**src/rtl/pwr_pkg.sv**
```systemverilog
package pwr_pkg;

    localparam int          ADDR_W            = 8;
    localparam int          DATA_W            = 16;

    // register offsets
    localparam logic [7:0]  PEC_OFFSET        = 8'hD4;
    localparam logic [7:0]  WAKE_TIME_OFFSET  = 8'hD6;
    localparam logic [7:0]  INT_STATUS_OFFSET = 8'hDA;
    localparam logic [7:0]  INT_MASK_OFFSET   = 8'hDC;

    // power_event_control fields, then wake time register fields
    localparam int          PEC_DELAY_BIT     = 14;
    localparam int          PEC_POL_BIT       = 12;
    localparam int          PEC_EN_LSB        = 8;
    localparam int          PEC_AUTO_BIT      = 7;
    localparam int          PEC_NORM_BIT      = 6;
    localparam int          PEC_EVT_LSB       = 2;
    localparam int          PEC_MODE_LSB      = 0;
    localparam int          WAKE_UNITS_LSB    = 8;
    localparam int          SLEEP_UNITS_LSB   = 0;

    // wake cause codes
    localparam logic [3:0]  EVT_ENERGY        = 4'h1;
    localparam logic [3:0]  EVT_LINK          = 4'h2;
    localparam logic [3:0]  EVT_BCAST         = 4'h4;
    localparam logic [3:0]  EVT_FRAME         = 4'h8;

    // interrupt status bits
    localparam int          INT_ENERGY_BIT    = 2;
    localparam int          INT_LINK_BIT      = 3;
    localparam int          INT_NORMAL_BIT    = 4;
    localparam logic [15:0] INT_IMPL_MASK     = 16'h001C;

    // reset values
    localparam logic [7:0]  WAKE_UNITS_RESET  = 8'h08;
    localparam logic [7:0]  SLEEP_UNITS_RESET = 8'h0C;
    localparam logic        WAKE_OUT_RESET    = 1'b1;
    localparam logic        RX_TX_RESET       = 1'b1;

    // timing
    localparam int          WAKE_UNIT_MS      = 16;
    localparam int          CLK_PERIOD_NS     = 100;
    localparam int          WAKE_UNIT_CYCLES  = WAKE_UNIT_MS * 1000000 / CLK_PERIOD_NS;

    typedef enum logic [1:0] {
        PM_NORMAL    = 2'b00,
        PM_ENERGY    = 2'b01,
        PM_SOFT_DOWN = 2'b10,
        PM_SAVING    = 2'b11
    } pm_mode_e;

    typedef enum logic {
        ST_NORMAL_PWR = 1'b0,
        ST_LOW_PWR    = 1'b1
    } pwr_state_e;

endpackage : pwr_pkg

```
**src/rtl/energy_persist.sv**
```systemverilog
`timescale 1ns/10ps
module energy_persist
    import pwr_pkg::*;
#(
    parameter int UNIT_CYCLES = WAKE_UNIT_CYCLES
) (
    // clock and reset
    input  wire logic       clk_sys,
    input  wire logic       rst_n,
    input  wire logic       clk_en,
    // line energy and limit
    input  wire logic       energy,
    input  wire logic [7:0] wake_units,
    // result
    output logic            persisted
);

    localparam int               PRE_W    = $clog2(UNIT_CYCLES + 1);
    localparam logic [PRE_W-1:0] PRE_LAST = PRE_W'(UNIT_CYCLES - 1);

    typedef struct packed {
        logic [PRE_W-1:0] pre;
        logic [7:0]       units;
        logic             done;
    } persist_s;

    persist_s   st;
    persist_s   nx;
    logic [7:0] limit;

    always_comb begin
        nx    = st;
        limit = (wake_units == 8'h00) ? 8'h01 : wake_units;
        if (!energy) begin
            nx = '0;
        end else if (!st.done) begin
            if (st.pre == PRE_LAST) begin
                nx.pre   = '0;
                nx.units = st.units + 8'h01;
            end else begin
                nx.pre = st.pre + 1'b1;
            end
            nx.done = (nx.units >= limit);
        end
    end

    always_ff @(posedge clk_sys or negedge rst_n) begin
        if (!rst_n) begin
            st <= '0;
        end else if (clk_en) begin
            st <= nx;
        end
    end

    assign persisted = st.done;

endmodule : energy_persist

```
**src/rtl/wake_event_power_control.sv**
```systemverilog
`timescale 1ns/10ps
module wake_event_power_control
    import pwr_pkg::*;
#(
    parameter int WAKE_UNIT_CYCLES_P = WAKE_UNIT_CYCLES
) (
    // clock and reset
    input  wire logic              clk_sys,
    input  wire logic              rst_n,
    input  wire logic              clk_en,
    // register port
    input  wire logic [ADDR_W-1:0] reg_addr,
    input  wire logic [DATA_W-1:0] reg_wdata,
    input  wire logic              reg_wr,
    input  wire logic              reg_rd,
    output logic      [DATA_W-1:0] reg_rdata,
    // line and mac events
    input  wire logic              energy_pin,
    input  wire logic              link_pin,
    input  wire logic              bcast_wake,
    input  wire logic              frame_wake,
    // power and wake outputs
    output logic                   wake_out,
    output logic      [1:0]        power_mode,
    output logic                   low_power,
    output logic                   rx_tx_en,
    output logic                   irq
);

    typedef struct packed {
        logic [2:0]        energy_sync;
        logic [2:0]        link_sync;
        logic              energy_lvl;
        logic              link_lvl;
        logic              persist_prev;
        logic              delay_en;
        logic              pol;
        logic [3:0]        wake_en;
        logic              auto_wake;
        logic              wake_norm;
        logic [3:0]        wake_evt;
        pm_mode_e          mode;
        pwr_state_e        pstate;
        logic [7:0]        wake_units;
        logic [7:0]        sleep_units;
        logic [15:0]       int_status;
        logic [15:0]       int_mask;
        logic [DATA_W-1:0] rdata;
        logic              wake_out;
        logic              rx_tx_en;
        logic              irq;
    } ctrl_s;

    ctrl_s       st;
    ctrl_s       nx;
    logic        persisted;
    logic        wr_pec;
    logic        wr_time;
    logic        wr_status;
    logic        wr_mask;
    logic        energy_wake;
    logic        link_rise;
    logic [3:0]  evt_set;
    logic [3:0]  evt_clr;
    logic [15:0] evt_next;
    logic [15:0] int_set;
    logic        hold;
    logic        wake_act;
    logic        wake_active;

    function automatic logic [15:0] w1c(input logic [15:0] cur,
                                        input logic [15:0] clr,
                                        input logic [15:0] set);
        return (cur & ~clr) | set;
    endfunction : w1c

    function automatic logic [15:0] pec_pack(input ctrl_s s);
        logic [15:0] r;
        r                       = '0;
        r[PEC_DELAY_BIT]        = s.delay_en;
        r[PEC_POL_BIT]          = s.pol;
        r[PEC_EN_LSB +: 4]      = s.wake_en;
        r[PEC_AUTO_BIT]         = s.auto_wake;
        r[PEC_NORM_BIT]         = s.wake_norm;
        r[PEC_EVT_LSB +: 4]     = s.wake_evt;
        r[PEC_MODE_LSB +: 2]    = s.mode;
        return r;
    endfunction : pec_pack

    energy_persist #(
        .UNIT_CYCLES (WAKE_UNIT_CYCLES_P)
    ) u_persist (
        .clk_sys    (clk_sys),
        .rst_n      (rst_n),
        .clk_en     (clk_en),
        .energy     (st.energy_lvl),
        .wake_units (st.wake_units),
        .persisted  (persisted)
    );

    // address decode
    assign wr_pec    = reg_wr && (reg_addr == PEC_OFFSET);
    assign wr_time   = reg_wr && (reg_addr == WAKE_TIME_OFFSET);
    assign wr_status = reg_wr && (reg_addr == INT_STATUS_OFFSET);
    assign wr_mask   = reg_wr && (reg_addr == INT_MASK_OFFSET);

    // event detection
    assign energy_wake = persisted && !st.persist_prev
                         && (st.mode == PM_ENERGY) && (st.pstate == ST_LOW_PWR);
    assign link_rise   = (st.link_sync[1] == st.link_sync[2]) && st.link_sync[2]
                         && !st.link_lvl;
    assign evt_set     = (energy_wake ? EVT_ENERGY : 4'h0)
                       | (link_rise   ? EVT_LINK   : 4'h0)
                       | (bcast_wake  ? EVT_BCAST  : 4'h0)
                       | (frame_wake  ? EVT_FRAME  : 4'h0);
    assign evt_clr     = wr_pec ? reg_wdata[PEC_EVT_LSB +: 4] : 4'h0;
    assign evt_next    = w1c({12'h000, st.wake_evt}, {12'h000, evt_clr},
                             {12'h000, evt_set});

    always_comb begin
        nx       = st;
        int_set  = '0;
        hold     = 1'b0;
        wake_act = 1'b0;

        // line input synchronisers
        nx.energy_sync = {st.energy_sync[1:0], energy_pin};
        nx.link_sync   = {st.link_sync[1:0], link_pin};
        if (st.energy_sync[1] == st.energy_sync[2]) begin
            nx.energy_lvl = st.energy_sync[2];
        end
        if (st.link_sync[1] == st.link_sync[2]) begin
            nx.link_lvl = st.link_sync[2];
        end
        nx.persist_prev = persisted;

        // wake cause latch, set beats clear
        nx.wake_evt = evt_next[3:0];

        // host access ends low power
        if (reg_wr || reg_rd) begin
            nx.pstate = ST_NORMAL_PWR;
        end

        // automatic wake from low power
        if (energy_wake && st.auto_wake) begin
            nx.pstate               = ST_NORMAL_PWR;
            int_set[INT_NORMAL_BIT] = 1'b1;
            if (st.wake_norm) begin
                nx.mode = PM_NORMAL;
            end
        end
        int_set[INT_ENERGY_BIT] = energy_wake;
        int_set[INT_LINK_BIT]   = link_rise;

        // register writes
        if (wr_pec) begin
            nx.delay_en  = reg_wdata[PEC_DELAY_BIT];
            nx.pol       = reg_wdata[PEC_POL_BIT];
            nx.wake_en   = reg_wdata[PEC_EN_LSB +: 4];
            nx.auto_wake = reg_wdata[PEC_AUTO_BIT];
            nx.wake_norm = reg_wdata[PEC_NORM_BIT];
            nx.mode      = pm_mode_e'(reg_wdata[PEC_MODE_LSB +: 2]);
            if ((nx.mode == PM_ENERGY) && (st.mode != PM_ENERGY)) begin
                nx.pstate = ST_LOW_PWR;
            end
        end
        if (nx.mode != PM_ENERGY) begin
            nx.pstate = ST_NORMAL_PWR;
        end
        if (wr_time) begin
            nx.wake_units  = reg_wdata[WAKE_UNITS_LSB +: 8];
            nx.sleep_units = reg_wdata[SLEEP_UNITS_LSB +: 8];
        end
        if (wr_mask) begin
            nx.int_mask = reg_wdata & INT_IMPL_MASK;
        end
        nx.int_status = w1c(st.int_status, wr_status ? reg_wdata : 16'h0000, int_set)
                        & INT_IMPL_MASK;

        // wake indication pin
        hold        = nx.delay_en && nx.auto_wake && (nx.pstate == ST_LOW_PWR);
        wake_act    = (|(nx.wake_evt & nx.wake_en)) && !hold;
        nx.wake_out = nx.pol ? wake_act : !wake_act;

        // datapath enable per mode
        case (nx.mode)
            PM_NORMAL:    nx.rx_tx_en = 1'b1;
            PM_ENERGY:    nx.rx_tx_en = (nx.pstate == ST_NORMAL_PWR);
            PM_SOFT_DOWN: nx.rx_tx_en = 1'b0;
            PM_SAVING:    nx.rx_tx_en = 1'b1;
            default:      nx.rx_tx_en = 1'b0;
        endcase

        nx.irq = |(nx.int_status & nx.int_mask);

        // read data, valid one cycle
        nx.rdata = '0;
        if (reg_rd) begin
            case (reg_addr)
                PEC_OFFSET:        nx.rdata = pec_pack(st);
                WAKE_TIME_OFFSET:  nx.rdata = {st.wake_units, st.sleep_units};
                INT_STATUS_OFFSET: nx.rdata = st.int_status;
                INT_MASK_OFFSET:   nx.rdata = st.int_mask;
                default:           nx.rdata = '0;
            endcase
        end
    end

    always_ff @(posedge clk_sys or negedge rst_n) begin
        if (!rst_n) begin
            st             <= '0;
            st.wake_units  <= WAKE_UNITS_RESET;
            st.sleep_units <= SLEEP_UNITS_RESET;
            st.wake_out    <= WAKE_OUT_RESET;
            st.rx_tx_en    <= RX_TX_RESET;
            st.mode        <= PM_NORMAL;
            st.pstate      <= ST_NORMAL_PWR;
        end else if (clk_en) begin
            st <= nx;
        end
    end

    assign reg_rdata  = st.rdata;
    assign wake_out   = st.wake_out;
    assign power_mode = st.mode;
    assign low_power  = (st.pstate == ST_LOW_PWR);
    assign rx_tx_en   = st.rx_tx_en;
    assign irq        = st.irq;

    // checks
    assign wake_active = (st.wake_out == st.pol);

    property p_energy_enable;
        @(posedge clk_sys) disable iff (!rst_n)
        energy_wake && st.wake_en[0] && !st.delay_en && clk_en && !reg_wr |=> wake_active;
    endproperty
    a_energy_enable: assert property (p_energy_enable)
        else $error("energy wake did not raise wake output");

    property p_link_enable;
        @(posedge clk_sys) disable iff (!rst_n)
        link_rise && st.wake_en[1] && !st.delay_en && clk_en && !reg_wr |=> wake_active;
    endproperty
    a_link_enable: assert property (p_link_enable)
        else $error("link wake did not raise wake output");

    property p_disabled_quiet;
        @(posedge clk_sys) disable iff (!rst_n)
        ((st.wake_evt & st.wake_en) == 4'h0) |-> !wake_active;
    endproperty
    a_disabled_quiet: assert property (p_disabled_quiet)
        else $error("wake output active without enabled cause");

    property p_packet_enable;
        @(posedge clk_sys) disable iff (!rst_n)
        ((bcast_wake && st.wake_en[2]) || (frame_wake && st.wake_en[3]))
        && !st.delay_en && clk_en && !reg_wr |=> wake_active;
    endproperty
    a_packet_enable: assert property (p_packet_enable)
        else $error("packet wake did not raise wake output");

    property p_soft_quiet;
        @(posedge clk_sys) disable iff (!rst_n)
        (st.mode == PM_SOFT_DOWN) |-> !st.rx_tx_en;
    endproperty
    a_soft_quiet: assert property (p_soft_quiet)
        else $error("datapath enabled in soft power down");

    property p_normal_traffic;
        @(posedge clk_sys) disable iff (!rst_n)
        (st.pstate == ST_NORMAL_PWR) && (st.mode != PM_SOFT_DOWN) |-> st.rx_tx_en;
    endproperty
    a_normal_traffic: assert property (p_normal_traffic)
        else $error("datapath off in normal power state");

    property p_auto_wake;
        @(posedge clk_sys) disable iff (!rst_n)
        energy_wake && st.auto_wake && clk_en && !reg_wr && !reg_rd
        |=> (st.pstate == ST_NORMAL_PWR) && st.int_status[INT_NORMAL_BIT];
    endproperty
    a_auto_wake: assert property (p_auto_wake)
        else $error("auto wake did not leave low power");

    property p_low_no_traffic;
        @(posedge clk_sys) disable iff (!rst_n)
        (st.pstate == ST_LOW_PWR) |-> !st.rx_tx_en;
    endproperty
    a_low_no_traffic: assert property (p_low_no_traffic)
        else $error("datapath enabled in low power state");

    property p_to_normal;
        @(posedge clk_sys) disable iff (!rst_n)
        energy_wake && st.auto_wake && st.wake_norm && clk_en && !reg_wr
        |=> (st.mode == PM_NORMAL) ##1 st.rx_tx_en;
    endproperty
    a_to_normal: assert property (p_to_normal)
        else $error("wake to normal mode failed");

    property p_stay_energy;
        @(posedge clk_sys) disable iff (!rst_n)
        energy_wake && !st.wake_norm && clk_en && !reg_wr |=> (st.mode == PM_ENERGY);
    endproperty
    a_stay_energy: assert property (p_stay_energy)
        else $error("mode left energy detect without request");

    property p_norm_ignored;
        @(posedge clk_sys) disable iff (!rst_n)
        energy_wake && !st.auto_wake && clk_en && !reg_wr && !reg_rd
        |=> (st.pstate == ST_LOW_PWR) && (st.mode == PM_ENERGY);
    endproperty
    a_norm_ignored: assert property (p_norm_ignored)
        else $error("wake acted with auto wake off");

    property p_w1c_clear;
        @(posedge clk_sys) disable iff (!rst_n)
        wr_pec && (reg_wdata[PEC_EVT_LSB +: 4] == 4'hF) && (evt_set == 4'h0) && clk_en
        |=> (st.wake_evt == 4'h0);
    endproperty
    a_w1c_clear: assert property (p_w1c_clear)
        else $error("wake cause not cleared by write one");

    property p_link_isr;
        @(posedge clk_sys) disable iff (!rst_n)
        link_rise && clk_en |=> st.int_status[INT_LINK_BIT] && st.wake_evt[1];
    endproperty
    a_link_isr: assert property (p_link_isr)
        else $error("link event not recorded");

    property p_restart;
        @(posedge clk_sys) disable iff (!rst_n)
        !st.energy_lvl && clk_en |=> !persisted;
    endproperty
    a_restart: assert property (p_restart)
        else $error("persistence not restarted on energy loss");

    c_auto_normal: cover property (@(posedge clk_sys) disable iff (!rst_n)
        energy_wake && st.auto_wake && st.wake_norm);
    c_link_wake:   cover property (@(posedge clk_sys) disable iff (!rst_n)
        link_rise && st.wake_en[1]);
    c_w1c:         cover property (@(posedge clk_sys) disable iff (!rst_n)
        wr_pec && (|(reg_wdata[PEC_EVT_LSB +: 4] & st.wake_evt)));
    c_delay_hold:  cover property (@(posedge clk_sys) disable iff (!rst_n)
        st.delay_en && st.auto_wake && (st.pstate == ST_LOW_PWR) && (|st.wake_evt));
    c_soft_down:   cover property (@(posedge clk_sys) disable iff (!rst_n)
        (st.mode == PM_SOFT_DOWN) && !st.rx_tx_en);

endmodule : wake_event_power_control

```
**config.mk**
```make
export PLATFORM = sky130hd
export DESIGN_NAME = wake_event_power_control
export DESIGN_NICKNAME = d
export VERILOG_FILES = /design/src/rtl/pwr_pkg.sv /design/src/rtl/energy_persist.sv /design/src/rtl/wake_event_power_control.sv
export SDC_FILE = /design/constraint.sdc
export NUM_CORES = 1
export LEC_CHECK = 0
export BUFFER_PORTS_ARGS = -buffer_cell sky130_fd_sc_hd__buf_4
export CAP_MARGIN = 20
export CORE_UTILIZATION = 45
export DETAILED_ROUTE_END_ITERATION = 8
export PLACE_DENSITY = 0.75
export SYNTH_ARGS = -nofsm -noshare
export SYNTH_HDL_FRONTEND = slang
export SYNTH_SLANG_ARGS = --single-unit
```
**constraint.sdc**
```tcl
create_clock -name clk_sys -period 2.45 [get_ports clk_sys]
set_input_delay 0.49 -clock clk_sys [delete_from_list [all_inputs] [get_ports clk_sys]]
set_output_delay 0.49 -clock clk_sys [all_outputs]
set_load 0.1 [all_outputs]
```
==> run summary <==
Die X - 106 um
die area - 11300 um2
port bufs - 54
Antenna Nets Post-Route - 0
post-synthesis sequential area ratio - 47.2%
Startpoint Class - flop
Final WS setup - -0.153 ns
RR Startpoint - u_persist.st[17]
TNS Setup - -0.153 ns
failing checks - setup timing
Tcrit/Tclk final - 106%
largest net degree at the start of global routing - 52
NetSw - 0.00107 W
insertion delay to the later sink of the worst-skew pair - 0.37 ns
commonest cells after routing, fill and taps aside - buf_4, dfrtp_1, o21ai_0, nand2_1, nor2_1
CP dominant cell by count - a21o_1
Avg Inst Size Synth - 10.1 um2
most common cell after layout, fill and taps aside - buf_4
final worst path period need - 2.60 ns
worst path required time - 2.70 ns
DP HPWL - 8790 um
Synth Instances - 486
Clk network pwr share - 31.3%
GP Congestion - 0.880
initial antenna violation count - 0
Post-synth EDFFs - 0
layout cells sized above 1 - 29.0%
peak supply drop - 0.000274 V
Max Root-Sink Buffers - 2
Layout Utilization - 56.5%
CTS root buffer - clkbuf_8
crit path cell chain - or4b_4 -> nor3_4 -> and3_4 -> xnor2_2 -> ha_1 -> nand2b_4 -> a21o_1 -> a21o_1 -> a211oi_2 -> o21a_1 -> nor3_1
1st-iter DRT viols - 271
Crit-path slowest cell - or4b_4
total CTS buffers - 9
CP Capture Type - flop
CTS tree - yes
Leakage - 2.70 nW
I/O pins - 55
gr ovfl total - 0
Synth top area share - 44.5%
Avg Vias per Cell - 5.86
top_reg_cell synth - dfrtp_1
Worst-Margin Slew - 0.650 ns
Final Hold Viols - 0
FP Rows - 37
Worst R2R Setup Slack - -0.15 ns
vias in the first global route - 4133
Max Fanout on Critical Path - 5
YS warnings - 0
Yosys top cell by area - dfrtp_1
Synth Net Count - 532
Multi-input gate area - 2350 um2
max-cap viol count - 0
Max-slew headroom - 56.6%
sequential share of power - 48.1%
worst hold path type - in2async
vias - 4110
Synth area leaders - dfrtp_1, mux2_2, o21ai_0, ha_1, buf_4
# diodes - 0
Core Region - 10400 um2
routed len/inst - 17.2 um
CP max stage delay - 0.56 ns
status - finished with violations
Reg2Reg Depth - 11
H-Tree Depth - 3
Mapped Area - 4890 um2
storage element area - 2310 um2
Final setup viols - 1
synth-to-layout area growth - 20.2%
final net count - 606
clk_skew - 0.0113 ns
Yosys reg bits - 92
Die H - 106 um
combinational share of power - 20.6%
Clk pin slew, worst setup/hold paths - 0.09 ns
Initial Utilization - 47.0%
RSZ-0062 raised after global routing - yes
Int Pwr - 0.00244 W
Peak Freq - 0.384 GHz
drt pass-1 iters - 5
final hold slack - 0.145 ns
max-slew violations - 0
Total GRT Usage - 23.1%
r2r endpoint - u_persist.persisted
overall routed net length - 12000 um
Switching Share - 30.4%
power per cell area - 596 nW/um2
share of flip-flops with an asynchronous set or reset - 100%
DRC viols - 0
Worst Setup Slack post-DPL - -0.346 ns
CTS sink cnt - 92
crit path DAT - 2.85 ns
Distinct cells, synth - 52
Filler Cells Inserted - 918
first-pass GRT wire length - 20400 um
CP Class - reg2reg
## area by class of cell
| cell class | count | share of cell area, % |
|---|---|---|
| Multi-Input combinational cell | 338 | 40.0 |
| Sequential cell | 92 | 39.3 |
| Timing Repair Buffer | 102 | 13.3 |
| Tap cell | 136 | 2.89 |
| Clock buffer | 13 | 2.36 |
| Clock inverter | 3 | 1.11 |
| Inverter | 17 | 1.08 |
## synth_stat cells (10+ instances only)
cell type / n
a21oi_1: 21
a22oi_1: 14
buf_4: 19
clkbuf_1: 17
dfrtp_1: 87
ha_1: 13
inv_1: 17
mux2_2: 27
nand2_1: 36
nand3_1: 20
nand4_1: 13
nor2_1: 29
o21ai_0: 42
o2bb2ai_1: 16
xnor2_1: 10
## logic make-up (layout without fill, tap and decap cells)
group	after synthesis	count (layout)	share of synthesized area, %
AOI/OAI and AO/OA	127	127	17.0
and+or+nand+nor	149	149	16.2
adders and majority gates	13	13	3.32
muxes	34	34	7.64
DFF	92	92	47.2
xor gates and xnor gates	15	15	2.68
buffers and inverters	56	135	5.96
## power by group through the flow
stage | sequential [W] | combinational [W] | clock, W
floorplan | 0.00179 | 0.000365 | 0
global placement | 0.00171 | 0.000701 | 0
detailed placement | 0.00172 | 0.000720 | 0
CTS | 0.00169 | 0.000724 | 0.00111
global route | 0.00170 | 0.000788 | 0.00118
finish | 0.00169 | 0.000724 | 0.00110
## routing by layer
| layer | track usage, % | up-vias | wire length, um | part of all wire [%] |
|---|---|---|---|---|
| li1 | - | 1907 | - | - |
| met1 | 30.5 | 2041 | 5470 | 45 |
| met2 | 37.0 | 138 | 5680 | 47 |
| met3 | 4.60 | 24 | 654 | 5.4 |
| met4 | 9.42 | 0 | 228 | 1.9 |
| met5 | 0 | - | 0 | 0 |
## stage by stage
step	instances	total power [W]	cell area [um2]
4_1_cts	701	0.00352	5870
2_1_floorplan	486	0.00216	4930
3_5_place_dp	684	0.00244	5640
5_1_grt	701	0.00367	5880
3_3_place_gp	684	0.00241	5640
6_report	701	0.00351	5880
## worst max path at each step
stage                          start  slack [ns]  cells past startpoint             endpoint
finish              u_persist.st[17]       -0.15                     11  u_persist.persisted
global route        u_persist.st[17]       -0.28                     11  u_persist.persisted
CTS                 u_persist.st[17]       -0.14                     11  u_persist.persisted
detailed placement       reg_addr[3]       -0.35                     12             wake_out
global placement         reg_addr[3]       -0.25                     12             wake_out
floorplan                reg_addr[3]       -0.27                     11             wake_out
## state kept, by name, summed over array words and instances (netlist names)
| signal | cells |
|---|---|
| u_persist.st | 26 |
| low_power | 1 |
| u_persist.persisted | 1 |
| rx_tx_en | 1 |
| power_mode | 2 |
| st | 39 |
| irq | 1 |
| nx | 4 |
| reg_rdata | 16 |
| wake_out | 1 |
## timing repair
item                       4_1_cts  5_1_grt
hold buffers                     0        0
setup endpoints to repair        3        2
resized for setup                4        3
pin swaps                        3        1
setup buffers                    1        0
gates cloned                     0        0
## critical path, delay by kind of cell, from the launching register on
kind	cells	cell delay, ns
DFF	1	0.39
AOI/OAI and AO/OA	4	0.61
xor gates and xnor gates	1	0.12
adders and majority gates	1	0.25
and+or+nand+nor	5	1.11
Power figures use the tool's default switching activity.
